`src/verilog/flash_status_pkg.sv`:
```
package flash_status_pkg;

  // ----------------------------------------------------------------
  // flash pin widths and status bit positions
  // ----------------------------------------------------------------
  localparam int ADDR_W = 19;
  localparam int DATA_W = 8;
  localparam int DATA_POLLING_BIT = 7;
  localparam int PRIMARY_TOGGLE_BIT = 6;
  localparam int TIMEOUT_FAILURE_BIT = 5;
  localparam int ERASE_WINDOW_BIT = 3;
  localparam int SECTOR_TOGGLE_BIT = 2;

  // ----------------------------------------------------------------
  // timing, in ns and in clk_sys cycles (least times round up)
  // ----------------------------------------------------------------
  localparam int CLK_NS = 10;
  localparam int T_RC_NS = 55;
  localparam int T_OEH_NS = 10;
  localparam int T_WP_NS = 30;
  localparam int T_WPH_NS = 20;
  localparam int T_AH_NS = 40;
  localparam int SYNC_CYC = 2;
  localparam int RD_CYC = (T_RC_NS + CLK_NS - 1) / CLK_NS;
  localparam int OEH_CYC = (T_OEH_NS + CLK_NS - 1) / CLK_NS;
  localparam int WP_RAW = (T_WP_NS + CLK_NS - 1) / CLK_NS;
  localparam int AH_CYC = (T_AH_NS + CLK_NS - 1) / CLK_NS;
  localparam int WP_CYC = (WP_RAW > AH_CYC) ? WP_RAW : AH_CYC;
  localparam int WPH_CYC = (T_WPH_NS + CLK_NS - 1) / CLK_NS;
  localparam int CNT_W = 4;

  // ----------------------------------------------------------------
  // apb register map (byte addresses)
  // ----------------------------------------------------------------
  localparam logic [11:0] OFS_CTRL = 12'h000;
  localparam logic [11:0] OFS_ADDR = 12'h004;
  localparam logic [11:0] OFS_WDATA = 12'h008;
  localparam logic [11:0] OFS_STATUS = 12'h00C;
  localparam logic [11:0] OFS_RDATA = 12'h010;

  // ctrl bits (write one to launch or abort, self clearing; sector select is held)
  localparam int CTRL_POLL = 0;
  localparam int CTRL_WRITE = 1;
  localparam int CTRL_READ = 2;
  localparam int CTRL_ABORT = 3;
  localparam int CTRL_SECTOR_SEL = 4;

  // status bits
  localparam int ST_BUSY = 0;
  localparam int ST_DONE = 1;
  localparam int ST_PASS = 2;
  localparam int ST_FAIL = 3;
  localparam int ST_ERASE_WIN = 4;
  localparam int ST_POLLED = 5;
  localparam int ST_LAST_LSB = 8;

  localparam logic [31:0] ZERO_WORD = 32'h0000_0000;

  typedef struct packed {
    logic we;
    logic [ADDR_W-1:0] addr;
    logic [DATA_W-1:0] data;
  } flash_req_t;

endpackage : flash_status_pkg
```
`src/verilog/flash_cycle.sv`:
```
`timescale 1ns/100ps
`default_nettype none

module flash_cycle (
  input wire logic clk_sys,                                  // system clock
  input wire logic rst_b,                                    // synchronised reset, low
  input wire logic reqValid,                                 // start one bus cycle
  input wire flash_status_pkg::flash_req_t req,              // cycle kind, address, data
  output logic done,                                         // pulse: cycle finished
  output logic [flash_status_pkg::DATA_W-1:0] rdata,         // captured read byte
  output logic [flash_status_pkg::ADDR_W-1:0] flashAddr,     // address pins
  output logic [flash_status_pkg::DATA_W-1:0] flashDataOut,  // data pins, out
  output logic flashDataOe_b,                                // data pins, low drives
  input wire logic [flash_status_pkg::DATA_W-1:0] flashDataIn, // data pins, in
  output logic flashCe_b,                                    // chip enable, low
  output logic flashOe_b,                                    // output enable, low
  output logic flashWe_b                                     // write enable, low
);
  import flash_status_pkg::*;

  typedef enum logic [1:0] {C_IDLE, C_RLOW, C_WLOW, C_GAP} cyc_state_t;

  cyc_state_t state_r, state_nxt;
  logic [CNT_W-1:0] cnt_r, cnt_nxt;
  logic [DATA_W-1:0] sync1_r, sync2_r;
  logic [DATA_W-1:0] rdata_r, rdata_nxt;
  logic [ADDR_W-1:0] addr_r, addr_nxt;
  logic [DATA_W-1:0] dout_r, dout_nxt;
  logic doe_b_r, doe_b_nxt, ce_b_r, ce_b_nxt, oe_b_r, oe_b_nxt, we_b_r, we_b_nxt;
  logic done_r, done_nxt;

  // ----------------------------------------------------------------
  // pin sequencing
  // ----------------------------------------------------------------
  // the read low time covers the access time plus the two sync stages,
  // so the byte taken is one the device has held stable
  always_comb begin
    state_nxt = state_r;
    cnt_nxt = cnt_r;
    rdata_nxt = rdata_r;
    addr_nxt = addr_r;
    dout_nxt = dout_r;
    doe_b_nxt = doe_b_r;
    ce_b_nxt = ce_b_r;
    oe_b_nxt = oe_b_r;
    we_b_nxt = we_b_r;
    done_nxt = 1'b0;
    case (state_r)
      C_IDLE: begin
        if (reqValid) begin
          addr_nxt = req.addr;
          ce_b_nxt = 1'b0;
          if (req.we) begin
            dout_nxt = req.data;
            doe_b_nxt = 1'b0;
            we_b_nxt = 1'b0;
            cnt_nxt = CNT_W'(WP_CYC - 1);
            state_nxt = C_WLOW;
          end else begin
            oe_b_nxt = 1'b0;
            cnt_nxt = CNT_W'(RD_CYC + SYNC_CYC - 1);
            state_nxt = C_RLOW;
          end
        end
      end
      C_RLOW: begin
        if (cnt_r == '0) begin
          rdata_nxt = sync2_r;
          oe_b_nxt = 1'b1;
          ce_b_nxt = 1'b1;
          done_nxt = 1'b1;
          cnt_nxt = CNT_W'(OEH_CYC - 1);
          state_nxt = C_GAP;
        end else begin
          cnt_nxt = cnt_r - 1'b1;
        end
      end
      C_WLOW: begin
        if (cnt_r == '0) begin
          we_b_nxt = 1'b1;
          ce_b_nxt = 1'b1;
          done_nxt = 1'b1;
          cnt_nxt = CNT_W'(WPH_CYC - 1);
          state_nxt = C_GAP;
        end else begin
          cnt_nxt = cnt_r - 1'b1;
        end
      end
      C_GAP: begin
        if (cnt_r == '0) begin
          doe_b_nxt = 1'b1;
          state_nxt = C_IDLE;
        end else begin
          cnt_nxt = cnt_r - 1'b1;
        end
      end
      default: state_nxt = C_IDLE;
    endcase
  end

  always_ff @(posedge clk_sys or negedge rst_b) begin
    if (!rst_b) begin
      state_r <= C_IDLE;
      cnt_r <= '0;
      sync1_r <= '0;
      sync2_r <= '0;
      rdata_r <= '0;
      addr_r <= '0;
      dout_r <= '0;
      doe_b_r <= 1'b1;
      ce_b_r <= 1'b1;
      oe_b_r <= 1'b1;
      we_b_r <= 1'b1;
      done_r <= 1'b0;
    end else begin
      state_r <= state_nxt;
      cnt_r <= cnt_nxt;
      sync1_r <= flashDataIn;
      sync2_r <= sync1_r;
      rdata_r <= rdata_nxt;
      addr_r <= addr_nxt;
      dout_r <= dout_nxt;
      doe_b_r <= doe_b_nxt;
      ce_b_r <= ce_b_nxt;
      oe_b_r <= oe_b_nxt;
      we_b_r <= we_b_nxt;
      done_r <= done_nxt;
    end
  end

  assign done = done_r;
  assign rdata = rdata_r;
  assign flashAddr = addr_r;
  assign flashDataOut = dout_r;
  assign flashDataOe_b = doe_b_r;
  assign flashCe_b = ce_b_r;
  assign flashOe_b = oe_b_r;
  assign flashWe_b = we_b_r;

endmodule : flash_cycle

`default_nettype wire

```
`src/verilog/flash_status_host.sv`:
```
// How it works
// RL1: start polling with two back-to-back full status reads, compare toggle bits.
// RL2: device stops toggling when done; next read returns array data.
// RL3: still toggling with failure bit high: recheck toggling once more.
// RL4: still toggling after recheck: report failure and write the reset command.
// RL5: polling resumed after leaving restarts at the first double read.
// RL6: device sets the failure bit when its internal pulse limit runs out.
// RL7: programming a 0 back to 1 halts and eventually sets the failure bit.
// RL8: after a failure the device shows status until reset is written.
// RL9: erase window bit is 0 during acceptance time-out, then 1; commands restart it.
// RL10: chip erase has no acceptance time-out or window bit.
// RL11: window check may be skipped only if sector commands come under 50 us apart.
// RL12: window bit 1 means erase began; only erase suspend is accepted.
// RL13: window bit 0 means more sector erase commands are still accepted.
// RL14: check the window bit before and after each extra sector erase command.
// RL15: confirm acceptance by polling before reading the window bit.
// RL16: during program, polling bit complements, primary toggles, failure 0, sector steady.
// RL17: read polling and sector toggle bits at a valid target address.
// RL18: during erase the polling bit reads 0 in selected sectors.
// RL19: erase done or suspended: polling bit 1, primary toggle stops.
// RL20: sector toggle bit toggles only inside sectors selected for erase.
// RL21: erase-suspend program toggles the primary bit until the program ends.
// RL22: in suspend, unselected sectors read back plain array data.
`timescale 1ns/100ps
`default_nettype none

module flash_status_host #(
  parameter logic [7:0] RESET_CMD = 8'hF0  // command byte that returns to array reads
) (
  input wire logic clk_sys,                                  // 100 MHz clock
  input wire logic rst_b,                                    // async reset, low
  input wire logic psel,                                     // apb select
  input wire logic penable,                                  // apb access phase
  input wire logic pwrite,                                   // apb direction
  input wire logic [11:0] paddr,                             // apb byte address
  input wire logic [31:0] pwdata,                            // apb write data
  output logic [31:0] prdata,                                // apb read data
  output logic pready,                                       // apb ready
  output logic pslverr,                                      // apb error, unmapped
  output logic [flash_status_pkg::ADDR_W-1:0] flashAddr,     // flash address pins
  output logic [flash_status_pkg::DATA_W-1:0] flashDataOut,  // flash data, out
  output logic flashDataOe_b,                                // flash data, low drives
  input wire logic [flash_status_pkg::DATA_W-1:0] flashDataIn, // flash data, in
  output logic flashCe_b,                                    // chip enable, low
  output logic flashOe_b,                                    // output enable, low
  output logic flashWe_b                                     // write enable, low
);
  import flash_status_pkg::*;

  typedef enum logic [2:0] {S_IDLE, S_RD1, S_RD2, S_RD3, S_RD4, S_RST, S_ONE} host_state_t;

  // ----------------------------------------------------------------
  // reset release
  // ----------------------------------------------------------------
  logic rstMeta_r, rstSync_r;
  always_ff @(posedge clk_sys or negedge rst_b) begin
    if (!rst_b) begin
      rstMeta_r <= 1'b0;
      rstSync_r <= 1'b0;
    end else begin
      rstMeta_r <= 1'b1;
      rstSync_r <= rstMeta_r;
    end
  end

  function automatic logic togBit(input logic sectorSel, input logic [DATA_W-1:0] b);
    togBit = sectorSel ? b[SECTOR_TOGGLE_BIT] : b[PRIMARY_TOGGLE_BIT];
  endfunction : togBit

  // ----------------------------------------------------------------
  // registers and polling sequencer
  // ----------------------------------------------------------------
  host_state_t state_r, state_nxt;
  logic pend_r, pend_nxt;
  logic [ADDR_W-1:0] addrReg_r, addrReg_nxt;
  logic [DATA_W-1:0] wdataReg_r, wdataReg_nxt;
  logic sectorSel_r, sectorSel_nxt;
  logic [DATA_W-1:0] first_r, first_nxt, last_r, last_nxt;
  logic done_r, done_nxt, pass_r, pass_nxt, fail_r, fail_nxt, polled_r, polled_nxt;
  logic [31:0] prdata_r, prdata_nxt;
  logic pready_r, pready_nxt, pslverr_r, pslverr_nxt;
  logic cycReq;
  flash_req_t req;
  logic cycDone;
  logic [DATA_W-1:0] cycData;
  logic apbWr, apbRd, hit;
  logic [31:0] statusWord;

  assign apbWr = psel && penable && pwrite && !pready_r;
  assign apbRd = psel && penable && !pwrite && !pready_r;
  assign hit = (paddr == OFS_CTRL) || (paddr == OFS_ADDR) || (paddr == OFS_WDATA)
      || (paddr == OFS_STATUS) || (paddr == OFS_RDATA);

  always_comb begin
    statusWord = ZERO_WORD;
    statusWord[ST_BUSY] = (state_r != S_IDLE);
    statusWord[ST_DONE] = done_r;
    statusWord[ST_PASS] = pass_r;
    statusWord[ST_FAIL] = fail_r;
    statusWord[ST_ERASE_WIN] = last_r[ERASE_WINDOW_BIT];  // [RL11] [RL14] [RL15]
    statusWord[ST_POLLED] = polled_r;
    statusWord[ST_LAST_LSB +: DATA_W] = last_r;
  end

  always_comb begin
    state_nxt = state_r;
    pend_nxt = pend_r;
    addrReg_nxt = addrReg_r;
    wdataReg_nxt = wdataReg_r;
    sectorSel_nxt = sectorSel_r;
    first_nxt = first_r;
    last_nxt = last_r;
    done_nxt = done_r;
    pass_nxt = pass_r;
    fail_nxt = fail_r;
    polled_nxt = polled_r;
    prdata_nxt = prdata_r;
    pready_nxt = psel && penable && !pready_r;
    pslverr_nxt = psel && penable && !pready_r && !hit;
    cycReq = 1'b0;
    req.we = 1'b0;
    req.addr = addrReg_r;  // [RL17]
    req.data = wdataReg_r;
    if (apbRd) begin
      case (paddr)
        OFS_ADDR: prdata_nxt = {{(32-ADDR_W){1'b0}}, addrReg_r};
        OFS_WDATA: prdata_nxt = {{(32-DATA_W){1'b0}}, wdataReg_r};
        OFS_STATUS: prdata_nxt = statusWord;
        OFS_RDATA: prdata_nxt = {{(32-DATA_W){1'b0}}, last_r};
        default: prdata_nxt = ZERO_WORD;
      endcase
    end
    if (apbWr && state_r == S_IDLE) begin
      if (paddr == OFS_ADDR) addrReg_nxt = pwdata[ADDR_W-1:0];
      if (paddr == OFS_WDATA) wdataReg_nxt = pwdata[DATA_W-1:0];
      if (paddr == OFS_CTRL) begin
        sectorSel_nxt = pwdata[CTRL_SECTOR_SEL];  // [RL20]
        if (pwdata[CTRL_POLL] || pwdata[CTRL_WRITE] || pwdata[CTRL_READ]) begin
          done_nxt = 1'b0;
          pass_nxt = 1'b0;
          fail_nxt = 1'b0;
          polled_nxt = 1'b0;
        end
        if (pwdata[CTRL_POLL]) state_nxt = S_RD1;  // [RL5]
        else if (pwdata[CTRL_WRITE] || pwdata[CTRL_READ]) begin
          first_nxt = {{(DATA_W-1){1'b0}}, pwdata[CTRL_WRITE]};
          state_nxt = S_ONE;
        end
      end
    end
    // an abort leaves the poll; the next poll begins at the double read
    if (apbWr && paddr == OFS_CTRL && pwdata[CTRL_ABORT] && state_r != S_IDLE
        && state_r != S_RST && !pend_r) begin
      state_nxt = S_IDLE;  // [RL5]
      done_nxt = 1'b1;
    end else if (state_r != S_IDLE) begin
      if (state_r == S_RST) begin
        req.we = 1'b1;
        req.data = RESET_CMD;  // [RL4] [RL8]
      end else if (state_r == S_ONE) begin
        req.we = first_r[0];
      end
      if (!pend_r) begin
        cycReq = 1'b1;
        pend_nxt = 1'b1;
      end else if (cycDone) begin
        pend_nxt = 1'b0;
        case (state_r)
          S_RD1: begin
            first_nxt = cycData;  // [RL1]
            state_nxt = S_RD2;
          end
          S_RD2: begin
            last_nxt = cycData;
            polled_nxt = 1'b1;
            if (togBit(sectorSel_r, cycData) == togBit(sectorSel_r, first_r)) begin
              pass_nxt = 1'b1;  // [RL1] [RL2] [RL19]
              done_nxt = 1'b1;
              state_nxt = S_IDLE;
            end else if (cycData[TIMEOUT_FAILURE_BIT]) begin
              state_nxt = S_RD3;  // [RL3] [RL6] [RL7]
            end else begin
              state_nxt = S_RD1;  // [RL5] [RL16] [RL18]
            end
          end
          S_RD3: begin
            first_nxt = cycData;  // [RL3]
            state_nxt = S_RD4;
          end
          S_RD4: begin
            last_nxt = cycData;
            if (togBit(sectorSel_r, cycData) == togBit(sectorSel_r, first_r)) begin
              pass_nxt = 1'b1;  // [RL3]
              done_nxt = 1'b1;
              state_nxt = S_IDLE;
            end else begin
              state_nxt = S_RST;  // [RL4]
            end
          end
          S_RST: begin
            fail_nxt = 1'b1;  // [RL4]
            done_nxt = 1'b1;
            state_nxt = S_IDLE;
          end
          S_ONE: begin
            if (!first_r[0]) last_nxt = cycData;  // [RL22]
            done_nxt = 1'b1;
            state_nxt = S_IDLE;
          end
          default: state_nxt = S_IDLE;
        endcase
      end
    end
  end

  always_ff @(posedge clk_sys or negedge rstSync_r) begin
    if (!rstSync_r) begin
      state_r <= S_IDLE;
      pend_r <= 1'b0;
      addrReg_r <= '0;
      wdataReg_r <= '0;
      sectorSel_r <= 1'b0;
      first_r <= '0;
      last_r <= '0;
      done_r <= 1'b0;
      pass_r <= 1'b0;
      fail_r <= 1'b0;
      polled_r <= 1'b0;
      prdata_r <= ZERO_WORD;
      pready_r <= 1'b0;
      pslverr_r <= 1'b0;
    end else begin
      state_r <= state_nxt;
      pend_r <= pend_nxt;
      addrReg_r <= addrReg_nxt;
      wdataReg_r <= wdataReg_nxt;
      sectorSel_r <= sectorSel_nxt;
      first_r <= first_nxt;
      last_r <= last_nxt;
      done_r <= done_nxt;
      pass_r <= pass_nxt;
      fail_r <= fail_nxt;
      polled_r <= polled_nxt;
      prdata_r <= prdata_nxt;
      pready_r <= pready_nxt;
      pslverr_r <= pslverr_nxt;
    end
  end

  assign prdata = prdata_r;
  assign pready = pready_r;
  assign pslverr = pslverr_r;

  // ----------------------------------------------------------------
  // flash bus cycles
  // ----------------------------------------------------------------
  flash_cycle u_cycle (
    .clk_sys(clk_sys),
    .rst_b(rstSync_r),
    .reqValid(cycReq),
    .req(req),
    .done(cycDone),
    .rdata(cycData),
    .flashAddr(flashAddr),
    .flashDataOut(flashDataOut),
    .flashDataOe_b(flashDataOe_b),
    .flashDataIn(flashDataIn),
    .flashCe_b(flashCe_b),
    .flashOe_b(flashOe_b),
    .flashWe_b(flashWe_b)
  );

endmodule : flash_status_host

`default_nettype wire

```
`config.mk`:
```
export PLATFORM = sky130hd
export DESIGN_NAME = flash_status_host
export DESIGN_NICKNAME = d
export VERILOG_FILES = /design/src/verilog/flash_status_pkg.sv /design/src/verilog/flash_cycle.sv /design/src/verilog/flash_status_host.sv
export SDC_FILE = /design/constraint.sdc
export NUM_CORES = 1
export LEC_CHECK = 0
export BUFFER_PORTS_ARGS = -buffer_cell sky130_fd_sc_hd__buf_2
export CAP_MARGIN = 0
export CORE_MARGIN = 4
export CORE_UTILIZATION = 40
export CTS_BUF_LIST = sky130_fd_sc_hd__clkbuf_16
export CTS_CLUSTER_SIZE = 30
export DETAILED_ROUTE_END_ITERATION = 12
export PLACE_DENSITY = 0.58
export SLEW_MARGIN = 0
export SYNTH_ARGS = -nofsm -noshare
export SYNTH_HDL_FRONTEND = slang
export SYNTH_SLANG_ARGS = --single-unit
```
`constraint.sdc`:
```
create_clock -name clk_sys -period 5.16 [get_ports clk_sys]
set_input_delay 0.774 -clock clk_sys [delete_from_list [all_inputs] [get_ports clk_sys]]
set_output_delay 0.774 -clock clk_sys [all_outputs]
set_load 0.005 [all_outputs]
```
== Word level (Yosys, flattened, before mapping) ==
Index checks and enable logic that the tools add are counted.

* Add/sub/neg operators: 1
* Equality and inequality tests: 24
* Bitwise operators: 1
* Mux-type cells: 95
* Reduce and logical (&&, ||, !) cells: 52

{| class="wikitable"
|+ Operator list
! operator !! count
|-
| two-way mux 8 bit || 13
|-
| one-hot mux 19 bit (4 select lines) || 1
|-
| two-way mux 1 bit || 52
|-
| two-way mux 3 bit || 10
|-
| equality test 12 x 4 -> 1 bit (second input constant) || 2
|-
| two-way mux 4 bit || 4
|-
| one-hot mux 4 bit (4 select lines) || 1
|-
| one-hot mux 8 bit (2 select lines) || 1
|-
| AND reduction 2 bit || 7
|-
| logical AND 1 bit || 13
|-
| equality test 12 x 3 -> 1 bit (second input constant) || 1
|-
| equality test 12 x 5 -> 1 bit (second input constant) || 1
|-
| zero test 12 bit || 1
|-
| two-way mux 2 bit || 6
|-
| one-hot mux 3 bit (4 select lines) || 1
|-
| AND reduction 4 bit || 3
|-
| != test 2 bit (second input constant) || 5
|-
| one-hot mux 1 bit (2 select lines) || 5
|-
| nonzero test 2 bit || 5
|-
| equality test 3 bit (second input constant) || 3
|-
| AND reduction 3 bit || 3
|-
| != test 2 x 1 -> 1 bit (second input constant) || 4
|-
| OR reduction 2 bit || 4
|-
| logical OR 1 bit || 7
|-
| other kinds (15) || 20
|}

* Logic and storage cells: 201
* Input port bits: 57
* Flip-flop bits (word level): 150
* Output and inout bits: 65

== Longest topological paths before layout ==
* Depth in word-level cells: 12
* Gate-level depth with buffers: 8
* Mapped depth without buffers: 7

== Cells and area by module ==
Synthesis repeated with hierarchy kept, for this count alone.

* Cells, all modules: 478
* Area total of the unflattened synthesis: 5,982.0 µm²

{| class="wikitable"
|+ Modules (own cells, without submodules)
! module !! cells each !! area each (µm²) !! seq. area each (µm²) !! times used
|-
| flash_status_host || 309 || 3,523.4 || 1,751.7 || 1
|-
| flash_cycle || 169 || 2,458.6 || 1,556.5 || 1
|}

== Worst setup path after synthesis ==
Ideal clock, no wire load.

* Kind: input -> register
* From: input port paddr[0]
* To: register u_cycle.cnt_r[2]
* Setup time: 126 ps
* Path slack: 2,268 ps
* Arrival: 2,766 ps
* Required time: 5,034 ps
* Buffers on the path: 1
* Stages: 6
* Path through: or4_4 > or4_4 > buf_6 > or2_4 > mux2_4 > a221o_1

* Longest elaborated chain between the ends: 10
* Elaborated cells on any way between the ends: 13
* Classes of those cells: 1 x eq/ne; 5 x mux; 7 x reduce/logical

{| class="wikitable"
|+ RTL lines
! what !! RTL line !! text
|-
| start: declaration || flash_status_host.sv:35 || <nowiki>input wire logic [11:0] paddr,</nowiki>
|-
| zero test 12 bit (*) || flash_status_host.sv:152 || <nowiki>if (apbWr && paddr == OFS_CTRL && pwdata[CTRL_ABORT] && state_r != S_IDLE</nowiki>
|-
| logical AND 1 bit (*) (3 in series) || flash_status_host.sv:152 ||
|-
| logical AND 1 bit (*) (2 in series) || flash_status_host.sv:153 || <nowiki>&& state_r != S_RST && !pend_r) begin</nowiki>
|-
| two-way mux 1 bit || flash_status_host.sv:152 ||
|-
| two-way mux 3 bit || flash_cycle.sv:53 || <nowiki>if (req.we) begin</nowiki>
|-
| two-way mux 4 bit || flash_cycle.sv:50 || <nowiki>if (reqValid) begin</nowiki>
|-
| one-hot mux 4 bit (4 select lines) || flash_cycle.sv:48 || <nowiki>case (state_r)</nowiki>
|-
| end signal: assignment || flash_cycle.sv:117 || <nowiki>cnt_r <= cnt_nxt;</nowiki>
|-
| end: declaration || flash_cycle.sv:24 || <nowiki>logic [CNT_W-1:0] cnt_r, cnt_nxt;</nowiki>
|}

Mark *: on every way between the ends. The rest lies on a longest branch, timed or not. The select of a mux whose other input is x is not followed.
A chain may end at the register's enable or synchronous reset.

== Worst setup path after layout ==
* From: input port paddr[0]
* To: register prdata_r[3], in the netlist prdata[3]

* Longest elaborated chain between the ends: 2
* Elaborated cells on any way between the ends: 5
* Classes of those cells: 4 x eq/ne; 1 x mux

{| class="wikitable"
|+ RTL lines
! what !! RTL line !! text
|-
| equality test 12 x 5 -> 1 bit (tied with other cells) || flash_status_host.sv:125 || <nowiki>case (paddr)</nowiki>
|-
| one-hot mux 19 bit (4 select lines) (*) || flash_status_host.sv:125 ||
|-
| end signal: assignment || flash_status_host.sv:244 || <nowiki>prdata_r <= prdata_nxt;</nowiki>
|-
| end: declaration || flash_status_host.sv:80 || <nowiki>logic [31:0] prdata_r, prdata_nxt;</nowiki>
|}

Mark *: on every way between the ends. The rest lies on a longest branch, timed or not.

==> reports/metrics.cfg <==
[outcome]
run_status=complete, no violations

[power_and_ir_drop]
pwr-share-seq_pct=41.4
p_total_mw=2.84
peakVddDrop_uv=232
switching_share_pct=25.1
p_int_mw=2.13
power_switching_mw=0.712
power.clock.fraction_pct=44.8
power_density_nw_per_um2=406
leakage_nw=3.50
power_frac_comb_pct=13.8

[sta]
rsz0062_at_grt=no
worstMarginPinSlew_ns=1.17
post-route-min-period_ns=2.99
fin_worst_skew_ns=0.00807
hold_slack_ns=0.131
max_freq_mhz=335
fin_crit_sh_pct=57.9
tns_ns=0
finalHoldViolations=0
drv_slew=0
setup_viol=0
slew-limit-headroom_pct=21.3

[global_route]
use_met1_pct=22.8
grt_util_met2_pct=27.3
grt_pass1_wl_um=21800
antenna_found_initial=0
grt_start_max_net_pins=69
grt_overflow=0
busiest_layer=met2
grt_pass1_vias=4073
grt_use_total_pct=17.0
grt.met3_usage_pct=4.61

[setup_path]
r2r-start=u_cycle.cnt_r[0]
crit_path_start_kind=input port
crit_family=simple AND/OR/NAND/NOR gates
regToRegEndpoint=u_cycle.rdata[3]
crit_buf_inv=1
worstPathCellList=buf_2 > or4_4 > or4_4 > nor2_1 > a22oi_1 > a22oi_1
critPathMaxFanout=13
cp.arrival_ns=3.30
r2r_cells=5
crit_required_ns=5.47
reg2reg_slack_ns=2.63
cp-startpoint=paddr[0]
critPathKind=in -> reg
critPathMaxStageDelay_ns=0.83
slowest_stage=nor2_1
endpoint_kind=register

[route]
routedWlPerCell_um=17.5
totalWireLength_um=13600
detail-route-antenna-nets=0
drcViolationCount=0
drt_iter0_drc=306
drt_pre_antenna_iters=4
vias=4019
via_per_inst=5.19

[clock_network]
root_buffer=clkbuf_16
cts_tree=built
clk_latency_ns=0.42
holdBufCountCts=0
cts-buffers-inserted=17
cts_resized=0
h-tree-depth=4
cts.sinks=132
post_cts_buffers=0
cts.path.max_buffers=2
path_clk_slew_ns=0.06

[die]
fp.coreArea_um2=14000
die_w_um=128
num_rows=43
dieArea_um2=16500
num_io_pins=122
die_h_um=128
start_util_pct=41.4

[synthesis]
ys.flop_type=dfrtp_1
yosys.cell_count.top_type=dfrtp_1
seq_area_frac_synth_pct=57.0
syn_area_um2=5810
avgSynthCellArea_um2=11.9
syn_inst=488
synthTopCellsByCount=128 x dfrtp_1, 51 x mux2_2, 50 x nand2_1
yosysUniqueCellTypes=63
synth_area_leader_cell=dfrtp_1
ys_ff_latch=132
async_reset_ff_share_pct=100
ys_top_cells_by_area=dfrtp_1 55%, mux2_2 9.9%, nand2_1 3.2%
synth_edf_count=0
synth_top_area_share_pct=55.2
yosys_warnings=0

[final_layout]
fillers=1245
antennaDiodeCount=0
multi_input_area_um2=2280
regArea_um2=3310
num-nets-final=646
drive_gt1_share_pct=34.2
area_delta_synth_final_pct=20.4

[min_path]
holdCritPathClass=in -> async

[placement]
io_buffers=95
place_congestion=0.842
place_hpwl_um=9580

[flow_run]
max_cap_violations=0

[cells by family (layout without fill, tap and decap cells)]
logic type               after synthesis  in the layout  synth area share [%]
flip-flops                           132            132                  57.0
AND/OR/NAND/NOR                      123            123                  10.8
AO/OA/AOI/OAI                        106            106                  12.1
multiplexers                          65             65                  13.3
buffers and inverters                 48            142                  4.48
adder cells (fa/ha/maj)                7              7                  1.51
XOR/XNOR                               5              5                 0.754
other                                  2             14                 0.129
[placed cells by master, fill, tap and decap left out, types with 3 or more instances in the layout]
master     netlist  routed
a21oi_1         16      16
a221oi_1         6       6
a22o_1           3       3
a22oi_1         21      21
and3_1           3       3
and3b_1          3       3
buf_2            4      95
buf_4           14       4
bufinv_16        0       5
clkbuf_16        0      17
clkinv_2         0       3
conb_1           2      14
dfrtp_1        128     127
dfstp_2          4       4
ha_1             7       7
inv_1           12      15
mux2_2          51      51
mux2_4          11      11
nand2_1         50      50
nand2b_1         4       4
nand3_1          5       5
nor2_1          25      25
nor3_1          12      12
o21ai_0         29      29
o21ai_1          3       3
xor2_1           3       3
[metrics by stage]
stage | worst slack, ns | area [µm²] | instances | util [%]
5_1_grt | 2.02 | 6990 | 774 | 49.8
3_5_place_dp | 1.76 | 6370 | 743 | 45.4
2_1_floorplan | 1.22 | 5850 | 500 | -
4_1_cts | 2.21 | 6990 | 774 | 49.8
3_3_place_gp | 1.82 | 6370 | 743 | 45.4
6_report | 2.17 | 6990 | 774 | 49.8
[power by group through the flow]
stage	registers, mW	logic (mW)	clock network, mW
global placement	1.19	0.379	0
finish	1.17	0.393	1.27
CTS	1.17	0.397	1.29
detailed placement	1.19	0.395	0
floorplan	1.18	0.304	0
global route	1.18	0.449	1.35
[registers in the layout (all words and copies together) (netlist names), 2 cells and up]
signal                cells
u_cycle.flashDataOut      8
addrReg_r                19
u_cycle.flashAddr        19
prdata                   19
last_r                    8
u_cycle.cnt_r             4
first_r                   3
u_cycle.sync1_r           8
u_cycle.state_r           2
u_cycle.sync2_r           8
u_cycle.rdata             8
wdataReg_r                8
state_r                   3
[layer usage]
layer	share of wire, %	vias to the layer above	routed length [µm]
li1	-	1916	-
met1	44	1978	6030
met2	49	112	6640
met3	5.7	13	773
met4	0.91	0	124
met5	0	-	0
[cell type report]
type / instances / area share, %
clock inverter: 14 / 2.79
timing repair buffer: 99 / 7.23
inverter: 12 / 0.644
clock buffer: 17 / 6.08
sequential: 132 / 47.4
tap: 180 / 3.22
multi-input combinational: 320 / 32.7
[worst max path at each step]
| stage | end | slack [ns] | cells past startpoint |
|---|---|---|---|
| final | prdata[3] | 2.17 | 6 |
| after global routing | u_cycle.flashWe_b | 2.02 | 6 |
| after CTS | prdata[3] | 2.21 | 6 |
| after detailed placement | u_cycle.flashDataOut[0] | 1.76 | 5 |
| after global placement | prdata[3] | 1.82 | 6 |
| after floorplan | addrReg_r[0] | 1.22 | 0 |
(Power assumes the default switching activity.)
